## src/lps_pkg.sv

```systemverilog
// lps_pkg: constants of the laser controller password and shutdown register bank
// assumes byte-wide access from a two-wire slave front end on the same clock
package lps_pkg;

   // ------------------------------------------------------------------
   // memory tables and upper-memory boundary
   // ------------------------------------------------------------------
   localparam logic [7:0] TBL_LIMITS    = 8'h01;   // user table holding mask set B
   localparam logic [7:0] TBL_CAL_A     = 8'h02;
   localparam logic [7:0] TBL_CAL_B     = 8'h03;
   localparam logic [7:0] TBL_CONFIG    = 8'h04;   // second password, shutdown config
   localparam logic [7:0] TBL_SECURITY  = 8'h05;   // identity, first password
   localparam logic [7:0] UPPER_BASE    = 8'h80;   // first upper-memory byte

   // ------------------------------------------------------------------
   // register offsets
   // ------------------------------------------------------------------
   localparam logic [7:0] OFS_TABLE_SELECT      = 8'h7F;   // lower memory, volatile
   localparam logic [7:0] OFS_DEVICE_IDENTITY_HI      = 8'hC0;
   localparam logic [7:0] OFS_DEVICE_IDENTITY_LO      = 8'hC1;
   localparam logic [7:0] OFS_DESIGN_REVISION   = 8'hC2;
   localparam logic [7:0] OFS_SECOND_PW_FIRST   = 8'hC3;   // most significant byte
   localparam logic [7:0] OFS_SECOND_PW_LAST    = 8'hC6;
   localparam logic [7:0] OFS_TABLE_SELECT_BOOT = 8'hC7;
   localparam logic [7:0] OFS_FIRST_WP_ENABLES  = 8'hD1;
   localparam logic [7:0] OFS_FIRST_PW_FIRST    = 8'hD3;   // most significant byte
   localparam logic [7:0] OFS_FIRST_PW_LAST     = 8'hD6;
   localparam logic [7:0] OFS_SHUTDOWN_CONFIG   = 8'hDA;
   localparam logic [7:0] OFS_TX_POWER_UPPER    = 8'hDB;
   localparam logic [7:0] OFS_TX_POWER_LOWER    = 8'hDC;
   localparam logic [7:0] OFS_RX_LOSS_LIMIT     = 8'hDD;

   // ------------------------------------------------------------------
   // protected region bounds
   // ------------------------------------------------------------------
   localparam logic [7:0] RGN_SEC_LO     = 8'hD0;
   localparam logic [7:0] RGN_SEC_HI     = 8'hD6;
   localparam logic [7:0] RGN_MASK_LO    = 8'hF8;   // mask bytes F8h..FFh
   localparam logic [7:0] RGN_CFG_HI     = 8'hC7;
   localparam logic [7:0] RGN_USER_HI    = 8'hF7;
   localparam logic [7:0] RGN_LOWER_HI   = 8'h7A;

   // ------------------------------------------------------------------
   // shutdown configuration fields
   // ------------------------------------------------------------------
   localparam int SD_POLARITY_BIT  = 7;
   localparam int SD_TXH_EN_BIT    = 6;
   localparam int SD_BIAS_EN_BIT   = 5;
   localparam int SD_TXL_EN_BIT    = 4;
   localparam int SD_MASK_SEL_BIT  = 0;
   localparam logic [7:0] SD_WRITABLE = 8'hF1;      // bits 3..1 unused, read zero

   // ------------------------------------------------------------------
   // write-protection enable bit positions
   // ------------------------------------------------------------------
   localparam int WP_SEC_BIT       = 7;
   localparam int WP_SEC_MASK_BIT  = 6;
   localparam int WP_CFG_BIT       = 5;
   localparam int WP_USER_MASK_BIT = 4;
   localparam int WP_USER_BIT      = 3;
   localparam int WP_LOWER_BIT     = 2;
   localparam int WP_AUX_HI_BIT    = 1;
   localparam int WP_AUX_LO_BIT    = 0;

   // ------------------------------------------------------------------
   // factory values
   // ------------------------------------------------------------------
   localparam logic [31:0] RST_PASSWORD      = 32'h0000_0000;
   localparam logic [7:0]  RST_TABLE_BOOT    = 8'h01;
   localparam logic [7:0]  RST_WP_ENABLES    = 8'h00;
   localparam logic [7:0]  RST_SHUTDOWN      = 8'h00;
   localparam logic [7:0]  RST_TX_UPPER      = 8'hFF;
   localparam logic [7:0]  RST_TX_LOWER      = 8'h00;
   localparam logic [7:0]  RST_RX_LOSS       = 8'h00;
   localparam logic [15:0] DEFAULT_DEVICE_IDENTITY = 16'h5A3C;  // arbitrary value
   localparam logic [7:0]  DEFAULT_REVISION  = 8'h01;     // arbitrary value

endpackage

```

## src/lps_regs.sv

```systemverilog
// lps_regs: password, table-select and shutdown register bank with trip logic
// assumes a two-wire slave front end on clk that hands over one byte access
// at a time as single-cycle strobes; password matching is done elsewhere
`timescale 1ns/1ps

// How it works
// - 32-bit second password in C3h..C6h, MSB first, factory zero.
// - boot value (factory 01h) copied into table select 7Fh after power up.
// - config bit 7 sets the cutoff output level during shutdown.
// - config bit 6 lets a transmit-power-high trip cause shutdown.
// - config bit 5 lets a bias-current-high trip cause shutdown.
// - config bit 4 lets a transmit-power-low trip cause shutdown; bits 3..1 unused.
// - config bit 0 selects interrupt mask set: table 05h or 01h.
// - high power limit, factory FFh, compared with top 8 measurement bits.
// - low power limit, factory 00h, compared with top 8 measurement bits.
// - signal loss limit, factory 00h, low limit on top 8 RSSI bits.
// - C0h and C1h return a fixed read-only 16-bit identity.
// - C2h returns the fixed read-only design revision.
// - write-protect bit 7 guards table 05h bytes D0h..D6h.
// - write-protect bit 6 guards table 05h bytes F8h..FFh.
// - write-protect bit 5 guards bytes 80h..C7h of tables 04h, 02h, 03h.
// - write-protect bit 4 guards table 01h bytes F8h..FFh.
// - write-protect bit 3 guards table 01h bytes 80h..F7h.
// - write-protect bit 2 guards lower memory bytes 00h..7Ah.
// - write-protect bit 1 guards auxiliary memory bytes 80h..FFh.
// - write-protect bit 0 guards auxiliary memory bytes 00h..7Fh.
// - 32-bit first password in table 05h D3h..D6h, MSB first.
module lps_regs #(
   parameter int          MEAS_W    = 16,                         // measurement width
   parameter logic [15:0] DEVICE_IDENTITY = lps_pkg::DEFAULT_DEVICE_IDENTITY, // arbitrary value
   parameter logic [7:0]  REVISION  = lps_pkg::DEFAULT_REVISION   // arbitrary value
) (
   input  wire logic              clk,              // 250 MHz core clock
   input  wire logic              rst_n,            // synchronous power-up reset
   input  wire logic              acc_wr,           // write strobe, one cycle
   input  wire logic              acc_rd,           // read strobe, one cycle
   input  wire logic              acc_aux,          // 1 = auxiliary two-wire memory
   input  wire logic [7:0]        acc_addr,         // byte address
   input  wire logic [7:0]        acc_wdata,        // write byte
   input  wire logic              first_level_ok,   // first password matched
   input  wire logic              second_level_ok,  // second password matched
   input  wire logic [MEAS_W-1:0] tx_power_meas,    // transmit power measurement
   input  wire logic [MEAS_W-1:0] rx_power_meas,    // received strength measurement
   input  wire logic              bias_high_trip,   // bias comparator, asynchronous
   output logic [7:0]             acc_rdata,        // read byte
   output logic                   acc_rvalid,       // read data valid pulse
   output logic                   acc_wr_done,      // write accepted pulse
   output logic                   acc_wr_refused,   // write dropped pulse
   output logic [7:0]             table_select,     // volatile table selector
   output logic                   mask_set_sel,     // 0 = table 05h masks
   output logic                   tx_power_high_trip, // high power trip level
   output logic                   tx_power_low_trip,  // low power trip level
   output logic                   rx_signal_loss,     // signal loss level
   output logic                   laser_cutoff_gate_out // laser cutoff drive
);

   // ------------------------------------------------------------------
   // elaboration checks
   // ------------------------------------------------------------------
   if (MEAS_W < 8) begin : g_meas_check
      $error("lps_regs: MEAS_W must be at least 8");
   end

   // ------------------------------------------------------------------
   // state
   // ------------------------------------------------------------------
   typedef struct packed {
      logic [31:0] second_pw;
      logic [31:0] first_pw;
      logic [7:0]  boot_tsel;
      logic [7:0]  tsel;
      logic        boot_pending;
      logic [7:0]  wp_en;
      logic [7:0]  sd_cfg;
      logic [7:0]  tx_upper;
      logic [7:0]  tx_lower;
      logic [7:0]  rx_loss;
      logic        bias_s1;
      logic        bias_s2;
      logic        txh;
      logic        txl;
      logic        rx_signal_loss_limit;
      logic        cutoff;
      logic [7:0]  rdata;
      logic        rvalid;
      logic        wr_done;
      logic        wr_refused;
   } lps_state_t;

   lps_state_t cur;
   lps_state_t nxt;

   // ------------------------------------------------------------------
   // helper functions
   // ------------------------------------------------------------------
   // which write-protect enables cover a byte
   function automatic logic [7:0] lps_region(input logic aux, input logic [7:0] tbl,
                                             input logic [7:0] a);
      logic [7:0] m;
      logic       up;
      logic       mn;
      m  = 8'h00;
      up = (a >= lps_pkg::UPPER_BASE);
      mn = !aux && up;
      m[lps_pkg::WP_SEC_BIT] = mn && tbl == lps_pkg::TBL_SECURITY &&
                     a >= lps_pkg::RGN_SEC_LO && a <= lps_pkg::RGN_SEC_HI;
      m[lps_pkg::WP_SEC_MASK_BIT] = mn && tbl == lps_pkg::TBL_SECURITY &&
                     a >= lps_pkg::RGN_MASK_LO;
      m[lps_pkg::WP_CFG_BIT] = mn && a <= lps_pkg::RGN_CFG_HI &&
                     (tbl == lps_pkg::TBL_CONFIG || tbl == lps_pkg::TBL_CAL_A ||
                      tbl == lps_pkg::TBL_CAL_B);
      m[lps_pkg::WP_USER_MASK_BIT] = mn && tbl == lps_pkg::TBL_LIMITS &&
                     a >= lps_pkg::RGN_MASK_LO;
      m[lps_pkg::WP_USER_BIT] = mn && tbl == lps_pkg::TBL_LIMITS &&
                     a <= lps_pkg::RGN_USER_HI;
      m[lps_pkg::WP_LOWER_BIT]  = !aux && a <= lps_pkg::RGN_LOWER_HI;
      m[lps_pkg::WP_AUX_HI_BIT] = aux && up;
      m[lps_pkg::WP_AUX_LO_BIT] = aux && !up;
      return m;
   endfunction

   // byte lane of a four-byte password, most significant at the lowest address
   function automatic logic [31:0] lps_put_byte(input logic [31:0] w,
                                                input logic [7:0] a,
                                                input logic [7:0] d);
      logic [31:0] r;
      logic [1:0]  idx;
      r   = w;
      idx = 2'(a[1:0] + 2'h1);         // 0 = most significant byte
      case (idx)
         2'h0: r[31:24] = d;
         2'h1: r[23:16] = d;
         2'h2: r[15:8]  = d;
         default: r[7:0] = d;
      endcase
      return r;
   endfunction

   // ------------------------------------------------------------------
   // decode helpers
   // ------------------------------------------------------------------
   logic       upper;
   logic       in_cfg;
   logic       in_sec;
   logic [7:0] covered;
   logic       allowed;
   logic       shutdown;

   // upper memory reaches the table picked by the selector byte
   always_comb begin
      upper   = !acc_aux && acc_addr >= lps_pkg::UPPER_BASE;
      in_cfg  = upper && cur.tsel == lps_pkg::TBL_CONFIG;
      in_sec  = upper && cur.tsel == lps_pkg::TBL_SECURITY;
      covered = lps_region(acc_aux, cur.tsel, acc_addr);
      // either password level opens first-level regions
      allowed = ((covered & cur.wp_en) == 8'h00) || first_level_ok ||
                second_level_ok;
   end

   // shutdown from enabled trip sources
   always_comb begin
      shutdown = (cur.sd_cfg[lps_pkg::SD_TXH_EN_BIT]  && cur.txh) ||
                 (cur.sd_cfg[lps_pkg::SD_BIAS_EN_BIT] && cur.bias_s2) ||
                 (cur.sd_cfg[lps_pkg::SD_TXL_EN_BIT]  && cur.txl);
   end

   // ------------------------------------------------------------------
   // next state
   // ------------------------------------------------------------------
   always_comb begin
      nxt            = cur;
      nxt.rvalid     = 1'b0;
      nxt.wr_done    = 1'b0;
      nxt.wr_refused = 1'b0;

      // bias comparator passes two flops
      nxt.bias_s1 = bias_high_trip;
      nxt.bias_s2 = cur.bias_s1;

      // threshold compares on the top byte of each measurement
      nxt.txh = tx_power_meas[MEAS_W-1 -: 8] > cur.tx_upper;
      nxt.txl = tx_power_meas[MEAS_W-1 -: 8] < cur.tx_lower;
      nxt.rx_signal_loss_limit = rx_power_meas[MEAS_W-1 -: 8] < cur.rx_loss;

      // cutoff level follows the polarity bit while shut down
      nxt.cutoff = shutdown ? cur.sd_cfg[lps_pkg::SD_POLARITY_BIT] :
                              !cur.sd_cfg[lps_pkg::SD_POLARITY_BIT];

      // one-time load of the selector from its stored boot value
      if (cur.boot_pending) begin
         nxt.tsel         = cur.boot_tsel;
         nxt.boot_pending = 1'b0;
      end

      // read path
      if (acc_rd) begin
         nxt.rvalid = 1'b1;
         nxt.rdata  = 8'h00;
         if (!acc_aux && acc_addr == lps_pkg::OFS_TABLE_SELECT) begin
            nxt.rdata = cur.tsel;
         end else if (in_sec) begin
            case (acc_addr)
               lps_pkg::OFS_DEVICE_IDENTITY_HI:     nxt.rdata = DEVICE_IDENTITY[15:8];
               lps_pkg::OFS_DEVICE_IDENTITY_LO:     nxt.rdata = DEVICE_IDENTITY[7:0];
               lps_pkg::OFS_DESIGN_REVISION:  nxt.rdata = REVISION;
               lps_pkg::OFS_FIRST_WP_ENABLES: nxt.rdata = cur.wp_en;
               default:                       nxt.rdata = 8'h00;  // passwords hidden
            endcase
         end else if (in_cfg) begin
            case (acc_addr)
               lps_pkg::OFS_TABLE_SELECT_BOOT: nxt.rdata = cur.boot_tsel;
               lps_pkg::OFS_SHUTDOWN_CONFIG:   nxt.rdata = cur.sd_cfg;
               lps_pkg::OFS_TX_POWER_UPPER:    nxt.rdata = cur.tx_upper;
               lps_pkg::OFS_TX_POWER_LOWER:    nxt.rdata = cur.tx_lower;
               lps_pkg::OFS_RX_LOSS_LIMIT:     nxt.rdata = cur.rx_loss;
               default:                        nxt.rdata = 8'h00;  // passwords hidden
            endcase
         end
      end

      // write path; a refused write leaves every byte as it was
      if (acc_wr) begin
         if (!allowed) begin
            nxt.wr_refused = 1'b1;
         end else begin
            nxt.wr_done = 1'b1;
            if (!acc_aux && acc_addr == lps_pkg::OFS_TABLE_SELECT) begin
               nxt.tsel = acc_wdata;
            end else if (in_cfg) begin
               if (acc_addr >= lps_pkg::OFS_SECOND_PW_FIRST &&
                   acc_addr <= lps_pkg::OFS_SECOND_PW_LAST) begin
                  nxt.second_pw = lps_put_byte(cur.second_pw, acc_addr, acc_wdata);
               end
               case (acc_addr)
                  lps_pkg::OFS_TABLE_SELECT_BOOT: nxt.boot_tsel = acc_wdata;
                  lps_pkg::OFS_SHUTDOWN_CONFIG:
                     nxt.sd_cfg = acc_wdata & lps_pkg::SD_WRITABLE;
                  lps_pkg::OFS_TX_POWER_UPPER:    nxt.tx_upper = acc_wdata;
                  lps_pkg::OFS_TX_POWER_LOWER:    nxt.tx_lower = acc_wdata;
                  lps_pkg::OFS_RX_LOSS_LIMIT:     nxt.rx_loss  = acc_wdata;
                  default: ;
               endcase
            end else if (in_sec) begin
               if (acc_addr == lps_pkg::OFS_FIRST_WP_ENABLES) begin
                  nxt.wp_en = acc_wdata;
               end
               if (acc_addr >= lps_pkg::OFS_FIRST_PW_FIRST &&
                   acc_addr <= lps_pkg::OFS_FIRST_PW_LAST) begin
                  nxt.first_pw = lps_put_byte(cur.first_pw, acc_addr, acc_wdata);
               end
            end
         end
      end
   end

   // ------------------------------------------------------------------
   // state register
   // ------------------------------------------------------------------
   always_ff @(posedge clk) begin
      if (!rst_n) begin
         cur.second_pw    <= lps_pkg::RST_PASSWORD;
         cur.first_pw     <= lps_pkg::RST_PASSWORD;
         cur.boot_tsel    <= lps_pkg::RST_TABLE_BOOT;
         cur.tsel         <= lps_pkg::RST_TABLE_BOOT;
         cur.boot_pending <= 1'b1;
         cur.wp_en        <= lps_pkg::RST_WP_ENABLES;
         cur.sd_cfg       <= lps_pkg::RST_SHUTDOWN;
         cur.tx_upper     <= lps_pkg::RST_TX_UPPER;
         cur.tx_lower     <= lps_pkg::RST_TX_LOWER;
         cur.rx_loss      <= lps_pkg::RST_RX_LOSS;
         cur.bias_s1      <= 1'b0;
         cur.bias_s2      <= 1'b0;
         cur.txh          <= 1'b0;
         cur.txl          <= 1'b0;
         cur.rx_signal_loss_limit          <= 1'b0;
         cur.cutoff       <= 1'b1;      // idle level for the factory polarity
         cur.rdata        <= 8'h00;
         cur.rvalid       <= 1'b0;
         cur.wr_done      <= 1'b0;
         cur.wr_refused   <= 1'b0;
      end else begin
         cur <= nxt;
      end
   end

   // ------------------------------------------------------------------
   // outputs straight from flops
   // ------------------------------------------------------------------
   assign acc_rdata             = cur.rdata;
   assign acc_rvalid            = cur.rvalid;
   assign acc_wr_done           = cur.wr_done;
   assign acc_wr_refused        = cur.wr_refused;
   assign table_select          = cur.tsel;
   assign mask_set_sel          = cur.sd_cfg[lps_pkg::SD_MASK_SEL_BIT];
   assign tx_power_high_trip    = cur.txh;
   assign tx_power_low_trip     = cur.txl;
   assign rx_signal_loss        = cur.rx_signal_loss_limit;
   assign laser_cutoff_gate_out = cur.cutoff;

endmodule

```

## config.mk

```make
export PLATFORM = sky130hd
export DESIGN_NAME = lps_regs
export DESIGN_NICKNAME = d
export VERILOG_FILES = /design/src/lps_pkg.sv /design/src/lps_regs.sv
export SDC_FILE = /design/constraint.sdc
export NUM_CORES = 1
export LEC_CHECK = 0
export BUFFER_PORTS_ARGS = -buffer_cell sky130_fd_sc_hd__buf_2
export CAP_MARGIN = 20
export CORE_ASPECT_RATIO = 0.8
export CORE_UTILIZATION = 50
export CTS_CLUSTER_DIAMETER = 30
export DETAILED_ROUTE_END_ITERATION = 6
export PLACE_DENSITY = 0.73
export RECOVER_POWER = 100
export SYNTH_ARGS = -nofsm -noshare
export SYNTH_HDL_FRONTEND = slang
export SYNTH_SLANG_ARGS = --single-unit
```

## constraint.sdc

```tcl
create_clock -name clk -period 6.75 [get_ports clk]
set_clock_uncertainty 0.05 [all_clocks]
set_input_delay 0.675 -clock clk [delete_from_list [all_inputs] [get_ports clk]]
set_output_delay 0.675 -clock clk [all_outputs]
set_load 0.02 [all_outputs]
```

==> results.py, run 1 <==
metrics = {
    "power_and_ir_drop": {
        "p_total_uw": 843,
        "power_density_nw_per_um2": 188,
        "irDropWorstVdd_v": 0.0000919,
        "power.leakage_uw": 0.00172,
    },
    "placed_design": {
        "dp_hpwl_um": 8410,
        "portBuffers": 63,
        "place_congestion": 0.905,
    },
    "global_routing": {
        "grt_max_degree": 41,
        "grt_pass1_wl_um": 18500,
        "grtUsageMet1_pct": 38.2,
        "grt-busiest-layer": "met2",
        "grt-ovfl-total": 0,
        "grtUsageTotal_pct": 27.7,
        "grt_use_met2_pct": 41.2,
        "grt_pass1_vias": 3517,
        "antenna_found_initial": 0,
        "use_met3_pct": 7.22,
    },
    "synthesis": {
        "netlist_instances": 492,
        "ys_seq_area_share_pct": 34.4,
        "yosysTopAreaCellShare_pct": 34.4,
        "ys.warnings.count": 0,
        "yosys.cell_types.count": 58,
        "syn-num-nets": 570,
        "postSynthAreaPerCell_um2": 8.40,
        "mappedNetlistArea_um2": 4130,
        "synth_seq_cells": 71,
        "synth.largest_area_cell": "dfxtp_1",
        "synthArstFlopShare_pct": 0,
        "synth_edf_count": 0,
        "synth_area_leaders": "dfxtp_1 (34%), mux2i_1 (7.5%), ha_1 (6.7%), nand2_1 (6.0%), a21oi_1 (3.4%)",
        "synth_flop_cell": "dfxtp_1",
    },
    "cts": {
        "clk_pin_slew_ns": 0.07,
        "postCtsSetupBuffers": 0,
        "root_buffer": "clkbuf_8",
        "h-tree-depth": 3,
        "tritoncts": "yes",
        "insertion_delay_ns": 0.37,
        "cts.path.max_buffers": 2,
        "post_cts_resized": 0,
        "holdBufCountCts": 0,
        "numCtsBuffers": 9,
        "clock_sinks": 71,
    },
    "worst_hold_path": {
        "min_path_type": "flop to flop",
    },
    "timing": {
        "setup_viol": 0,
        "rsz0062_at_grt": "false",
        "slew_headroom_pct": -15.7,
        "hold_viol_final": 0,
        "worst_pin_slew_ns": 1.74,
        "timing.fmax_mhz": 281,
        "period_share_pct": 52.6,
        "period_minus_slack_ns": 3.55,
        "fin_setup_tns_ns": 0,
        "slew_violations": 80,
    },
    "floorplan": {
        "coreArea_um2": 7980,
        "rows": 29,
        "die_h_um": 83.3,
        "die_x_um": 104,
        "die-area_um2": 8640,
        "initial_core_util_pct": 51.8,
        "io_pins": 80,
    },
    "setup_path": {
        "crit_type": "input port to flop",
        "critPathLaunchType": "input port",
        "cp_max_fo": 40,
        "cp.arrival_ns": 3.74,
        "critPathCaptureType": "flop",
        "cp_data_required_time_ns": 6.94,
    },
    "route": {
        "drt_iter0_markers": 473,
        "vias_per_cell": 6.12,
        "dr.pass1.iters": 5,
        "drtAntennaViolNets": 0,
        "num_vias": 3887,
        "wl_per_cell_um": 18.5,
        "wl_um": 11700,
        "drc": 0,
    },
    "status": {
        "status": "finished, violations left",
        "violations": "capacitance limit, slew limit",
    },
    "final_layout": {
        "n_antenna_cell": 0,
        "nNetsFinal": 600,
        "layout-drive-gt1-share_pct": 11.8,
        "largest-register": "cur",
        "syn_to_final_growth_pct": 8.33,
        "largest_register_ffs": 47,
    },
    "run": {
        "maxCapViolCount": 2,
    },
}
-- cells by family (layout without fill, tap and decap cells) --
group	count (synthesis)	in the layout	synth area share, %
AOI/OAI and AO/OA	125	125	21.1
xor gates and xnor gates	1	1	0.212
adders and majority gates	22	22	6.66
buffers and inverters	71	106	8.05
DFF	71	71	34.4
muxes	33	33	8.05
and+or+nand+nor	169	169	21.5
-- cell usage after synthesis, types with 9 or more instances --
| master | count |
|---|---|
| dfxtp_1 | 71 |
| nand2_1 | 66 |
| nor2_1 | 32 |
| mux2i_1 | 31 |
| a21oi_1 | 28 |
| inv_1 | 26 |
| clkbuf_1 | 22 |
| ha_1 | 22 |
| o21ai_0 | 20 |
| buf_4 | 16 |
| nand3_1 | 15 |
| a21o_1 | 11 |
| a211oi_1 | 10 |
| nand4_1 | 10 |
| o211ai_1 | 9 |
-- layer usage --
metal,wire [µm],vias to the layer above,share of wire (%)
li1,-,1815,-
met1,5320,1847,45
met2,5070,198,43
met3,1070,27,9.1
met4,296,0,2.5
met5,0,-,0
-- final timing paths --
| check | cells past startpoint | from | to | slack [ns] |
|---|---|---|---|---|
| worst max-delay path | 5 | rst_n | tx_power_low_trip$_SDFF_PN0_ | 3.20 |
| worst min-delay path | 1 | cur[16]$_SDFF_PN0_ | cur[15]$_SDFF_PN0_ | 0.41 |
| worst max register to register | 6 | table_select[4]$_SDFF_PN0_ | cur[45]$_SDFFE_PN0P_ | 3.62 |
| worst min register to register | 1 | cur[16]$_SDFF_PN0_ | cur[15]$_SDFF_PN0_ | 0.41 |
-- critical path, cell delays in order --
cell	delay, ns
clkbuf_1	1.22
inv_1	0.26
clkbuf_1	0.75
a211o_1	0.51
a31oi_1	0.30
-- where the power goes --
group / switching (µW) / internal, µW
combinational: 53.0 / 26.0
clock: 168 / 169
sequential: 3.14 / 423
total: 224 / 618
-- layout make-up --
type | count | area (µm²)
clock buffer | 10 | 128
inverter | 26 | 97.6
tap | 108 | 135
clock inverter | 6 | 61.3
multi-input combinational | 350 | 2350
timing repair buffer | 64 | 285
fill | 777 | 3510
sequential | 71 | 1420
-- placed cells by master, fill, tap and decap left out, types with 8 or more instances in the layout --
cell type	count
a211oi_1	10
a21o_1	11
a21oi_1	28
a22oi_1	8
buf_2	36
clkbuf_1	29
clkbuf_8	9
dfxtp_1	71
ha_1	22
inv_1	26
mux2i_1	31
nand2_1	66
nand3_1	16
nand4_1	10
nor2_1	32
o211ai_1	9
o21ai_0	20
o31ai_1	8
-- through the flow --
| stage | cells | cell area [µm²] | hold slack, ns | util, % | setup slack (ns) |
|---|---|---|---|---|---|
| final | 635 | 4480 | 0.410 | 56.1 | 3.20 |
| after global routing | 635 | 4480 | 0.446 | 56.1 | 3.05 |
| after CTS | 635 | 4540 | 0.418 | 56.9 | 4.14 |
| after detailed placement | 619 | 4360 | 0.391 | 54.6 | 3.77 |
| after global placement | 619 | 4360 | 0.372 | 54.6 | 3.86 |
| after floorplan | 492 | 4130 | 0.362 | - | 4.38 |
Power figures use the tool's default switching activity.
==> run 2, diff against run 1 <==
Settings changed: PLACE_DENSITY 0.73 to 0.76.
Clock period 6.75 ns to 2.9 ns, I/O delays scaled along.
==> run 2 against run 1 <==
The flow still finishes with violations (capacitance limit, slew limit). Global-route usage fell by 0.28 points. Worst setup slack lost 2.8 ns. Count of clock-buffer cells in the layout down 1. Clock power increased by 110%. Sequential cell count stayed put. Largest power group unchanged. Highest routed layer unchanged.
==> results.py, run 2 (synthesis results as in run 1) <==
metrics = {
    "route": {
        "num_vias": 3873,
        "wl_per_cell_um": 18.0,
        "dr.pass1.iters": 7,
        "drt_iter0_markers": 293,
        "drtAntennaViolNets": 0,
        "wl_um": 11600,
        "vias_per_cell": 6.03,
        "drc": 0,
    },
    "setup_path": {
        "reg2reg_depth": 6,
        "crit_type": "flop to flop",
        "cp_data_required_time_ns": 3.08,
        "cp.arrival_ns": 2.67,
        "cp_max_fo": 9,
        "path_buf_inv": 0,
        "critPathLaunchType": "flop",
        "cpPeakStageDelay_ns": 0.54,
        "critPathCaptureType": "flop",
        "crit_chain": "mux2_2, nand3_1, a21boi_0, o311ai_4, nand3_2, mux2i_1",
        "crit_family": "compound AO/OA/AOI/OAI gates",
        "r2r_end": "cur[52]$_SDFFE_PN0P_",
        "r2r_setup_slack_ns": 0.41,
        "slowest_stage": "o311ai_4",
        "rr_startpoint": "table_select[2]$_SDFF_PN0_",
    },
    "placed_design": {
        "dpl.cell_count": 626,
        "portBuffers": 63,
        "place_congestion": 0.979,
        "dp_hpwl_um": 8420,
    },
    "timing": {
        "worst_pin_slew_ns": 1.69,
        "period_minus_slack_ns": 2.49,
        "fin_setup_tns_ns": 0,
        "period_share_pct": 85.8,
        "slew_violations": 40,
        "rsz0062_at_grt": "false",
        "slew_headroom_pct": -12.8,
        "timing.fmax_mhz": 402,
        "setup_viol": 0,
        "hold_viol_final": 0,
    },
    "floorplan": {
        "die_x_um": 104,
        "rows": 29,
        "die-area_um2": 8640,
        "initial_core_util_pct": 51.8,
        "die_h_um": 83.3,
        "io_pins": 80,
        "coreArea_um2": 7980,
    },
    "final_layout": {
        "layout-drive-gt1-share_pct": 13.5,
        "largest-register": "cur",
        "layout.cells.non_filler": 642,
        "final_common_cell": "dfxtp_1",
        "largest_register_ffs": 47,
        "syn_to_final_growth_pct": 9.57,
        "final_cell_mix": "dfxtp_1 (71), nand2_1 (66), buf_2 (38)",
        "n_antenna_cell": 0,
        "nNetsFinal": 607,
    },
    "status": {
        "violations": "capacitance limit, slew limit",
        "status": "finished, violations left",
    },
    "cts": {
        "h-tree-depth": 3,
        "tritoncts": "yes",
        "postCtsSetupBuffers": 0,
        "insertion_delay_ns": 0.36,
        "post_cts_resized": 0,
        "clk_pin_slew_ns": 0.08,
        "cts.path.max_buffers": 2,
        "root_buffer": "clkbuf_8",
        "holdBufCountCts": 0,
        "numCtsBuffers": 9,
        "clock_sinks": 71,
    },
    "worst_hold_path": {
        "min_path_cells": 2,
        "min_path_type": "input port to flop",
        "hold-path-endpoint": "cur[16]$_SDFF_PN0_",
        "min_from": "bias_high_trip",
    },
    "global_routing": {
        "antenna_found_initial": 0,
        "grt_max_degree": 40,
        "grt_pass1_vias": 3519,
        "grtUsageTotal_pct": 27.4,
        "grt_pass1_wl_um": 18500,
        "grt-ovfl-total": 0,
    },
    "power_and_ir_drop": {
        "p_seq_share_pct": 52.8,
        "power_density_nw_per_um2": 415,
        "p_sw_uw": 523,
        "swShare_pct": 27.8,
        "clockPowerShare_pct": 37.3,
        "irDropWorstVdd_v": 0.000277,
        "power_frac_comb_pct": 9.9,
        "power.leakage_uw": 0.00175,
        "p_int_uw": 1360,
    },
    "run": {
        "maxCapViolCount": 1,
    },
}
-- run 2: cell count changes in the layout (fill, tap and decap cells not counted), sizes merged --
| cell | before | now |
|---|---|---|
| inv | 26 | 27 |
| clkinvlp | 1 | 4 |
| buf | 36 | 43 |
| clkinv | 4 | 2 |
| bufinv | 1 | 0 |
| clkbuf | 38 | 37 |
-- run 2: power by group through the flow --
stage               sequential (µW)  combinational, µW  clock, µW
finish                          991                187        701
global route                    993                203        757
CTS                             991                187        709
detailed placement             1010                186          0
global placement               1010                182          0
floorplan                      1010                111          0
-- run 2: metal layers --
metal	vias up	track usage, %	routed length, µm
met5	-	0	0
met4	0	9.35	278
met3	25	8.08	1180
met2	183	40.1	4910
met1	1832	38.2	5210
li1	1833	-	-
-- run 2: worst max path at each step --
stage                                     startpoint                    to  slack, ns  cells past startpoint
final                     table_select[2]$_SDFF_PN0_  cur[52]$_SDFFE_PN0P_       0.41                      6
after global routing      table_select[5]$_SDFF_PN0_  cur[47]$_SDFFE_PN0P_       0.23                      6
after CTS                 table_select[5]$_SDFF_PN0_  cur[23]$_SDFFE_PN0P_       0.52                      6
after detailed placement                 acc_addr[7]  cur[47]$_SDFFE_PN0P_       0.54                      6
after global placement    table_select[5]$_SDFF_PN0_  cur[22]$_SDFFE_PN0P_       0.56                      6
after floorplan           table_select[2]$_SDFF_PN0_  cur[49]$_SDFFE_PN0P_       0.79                      7
-- run 2: layout make-up --
class / instances / area [µm²]
Tap cell: 108 / 135
Sequential cell: 71 / 1420
Multi-Input combinational cell: 350 / 2370
Fill cell: 762 / 3450
Clock buffer: 9 / 124
Inverter: 26 / 97.6
Clock inverter: 7 / 48.8
Timing Repair Buffer: 71 / 333
-- run 2: through the flow --
step	total power (µW)	setup slack (ns)	util, %	area, µm²	hold WS [ns]
6_report	1880	0.413	56.7	4530	0.0998
5_1_grt	1950	0.230	56.7	4530	0.119
4_1_cts	1890	0.518	57.4	4580	0.0933
3_5_place_dp	1200	0.536	55.2	4410	0.392
3_3_place_gp	1200	0.556	55.2	4410	0.374
2_1_floorplan	1130	0.787	-	4130	0.362
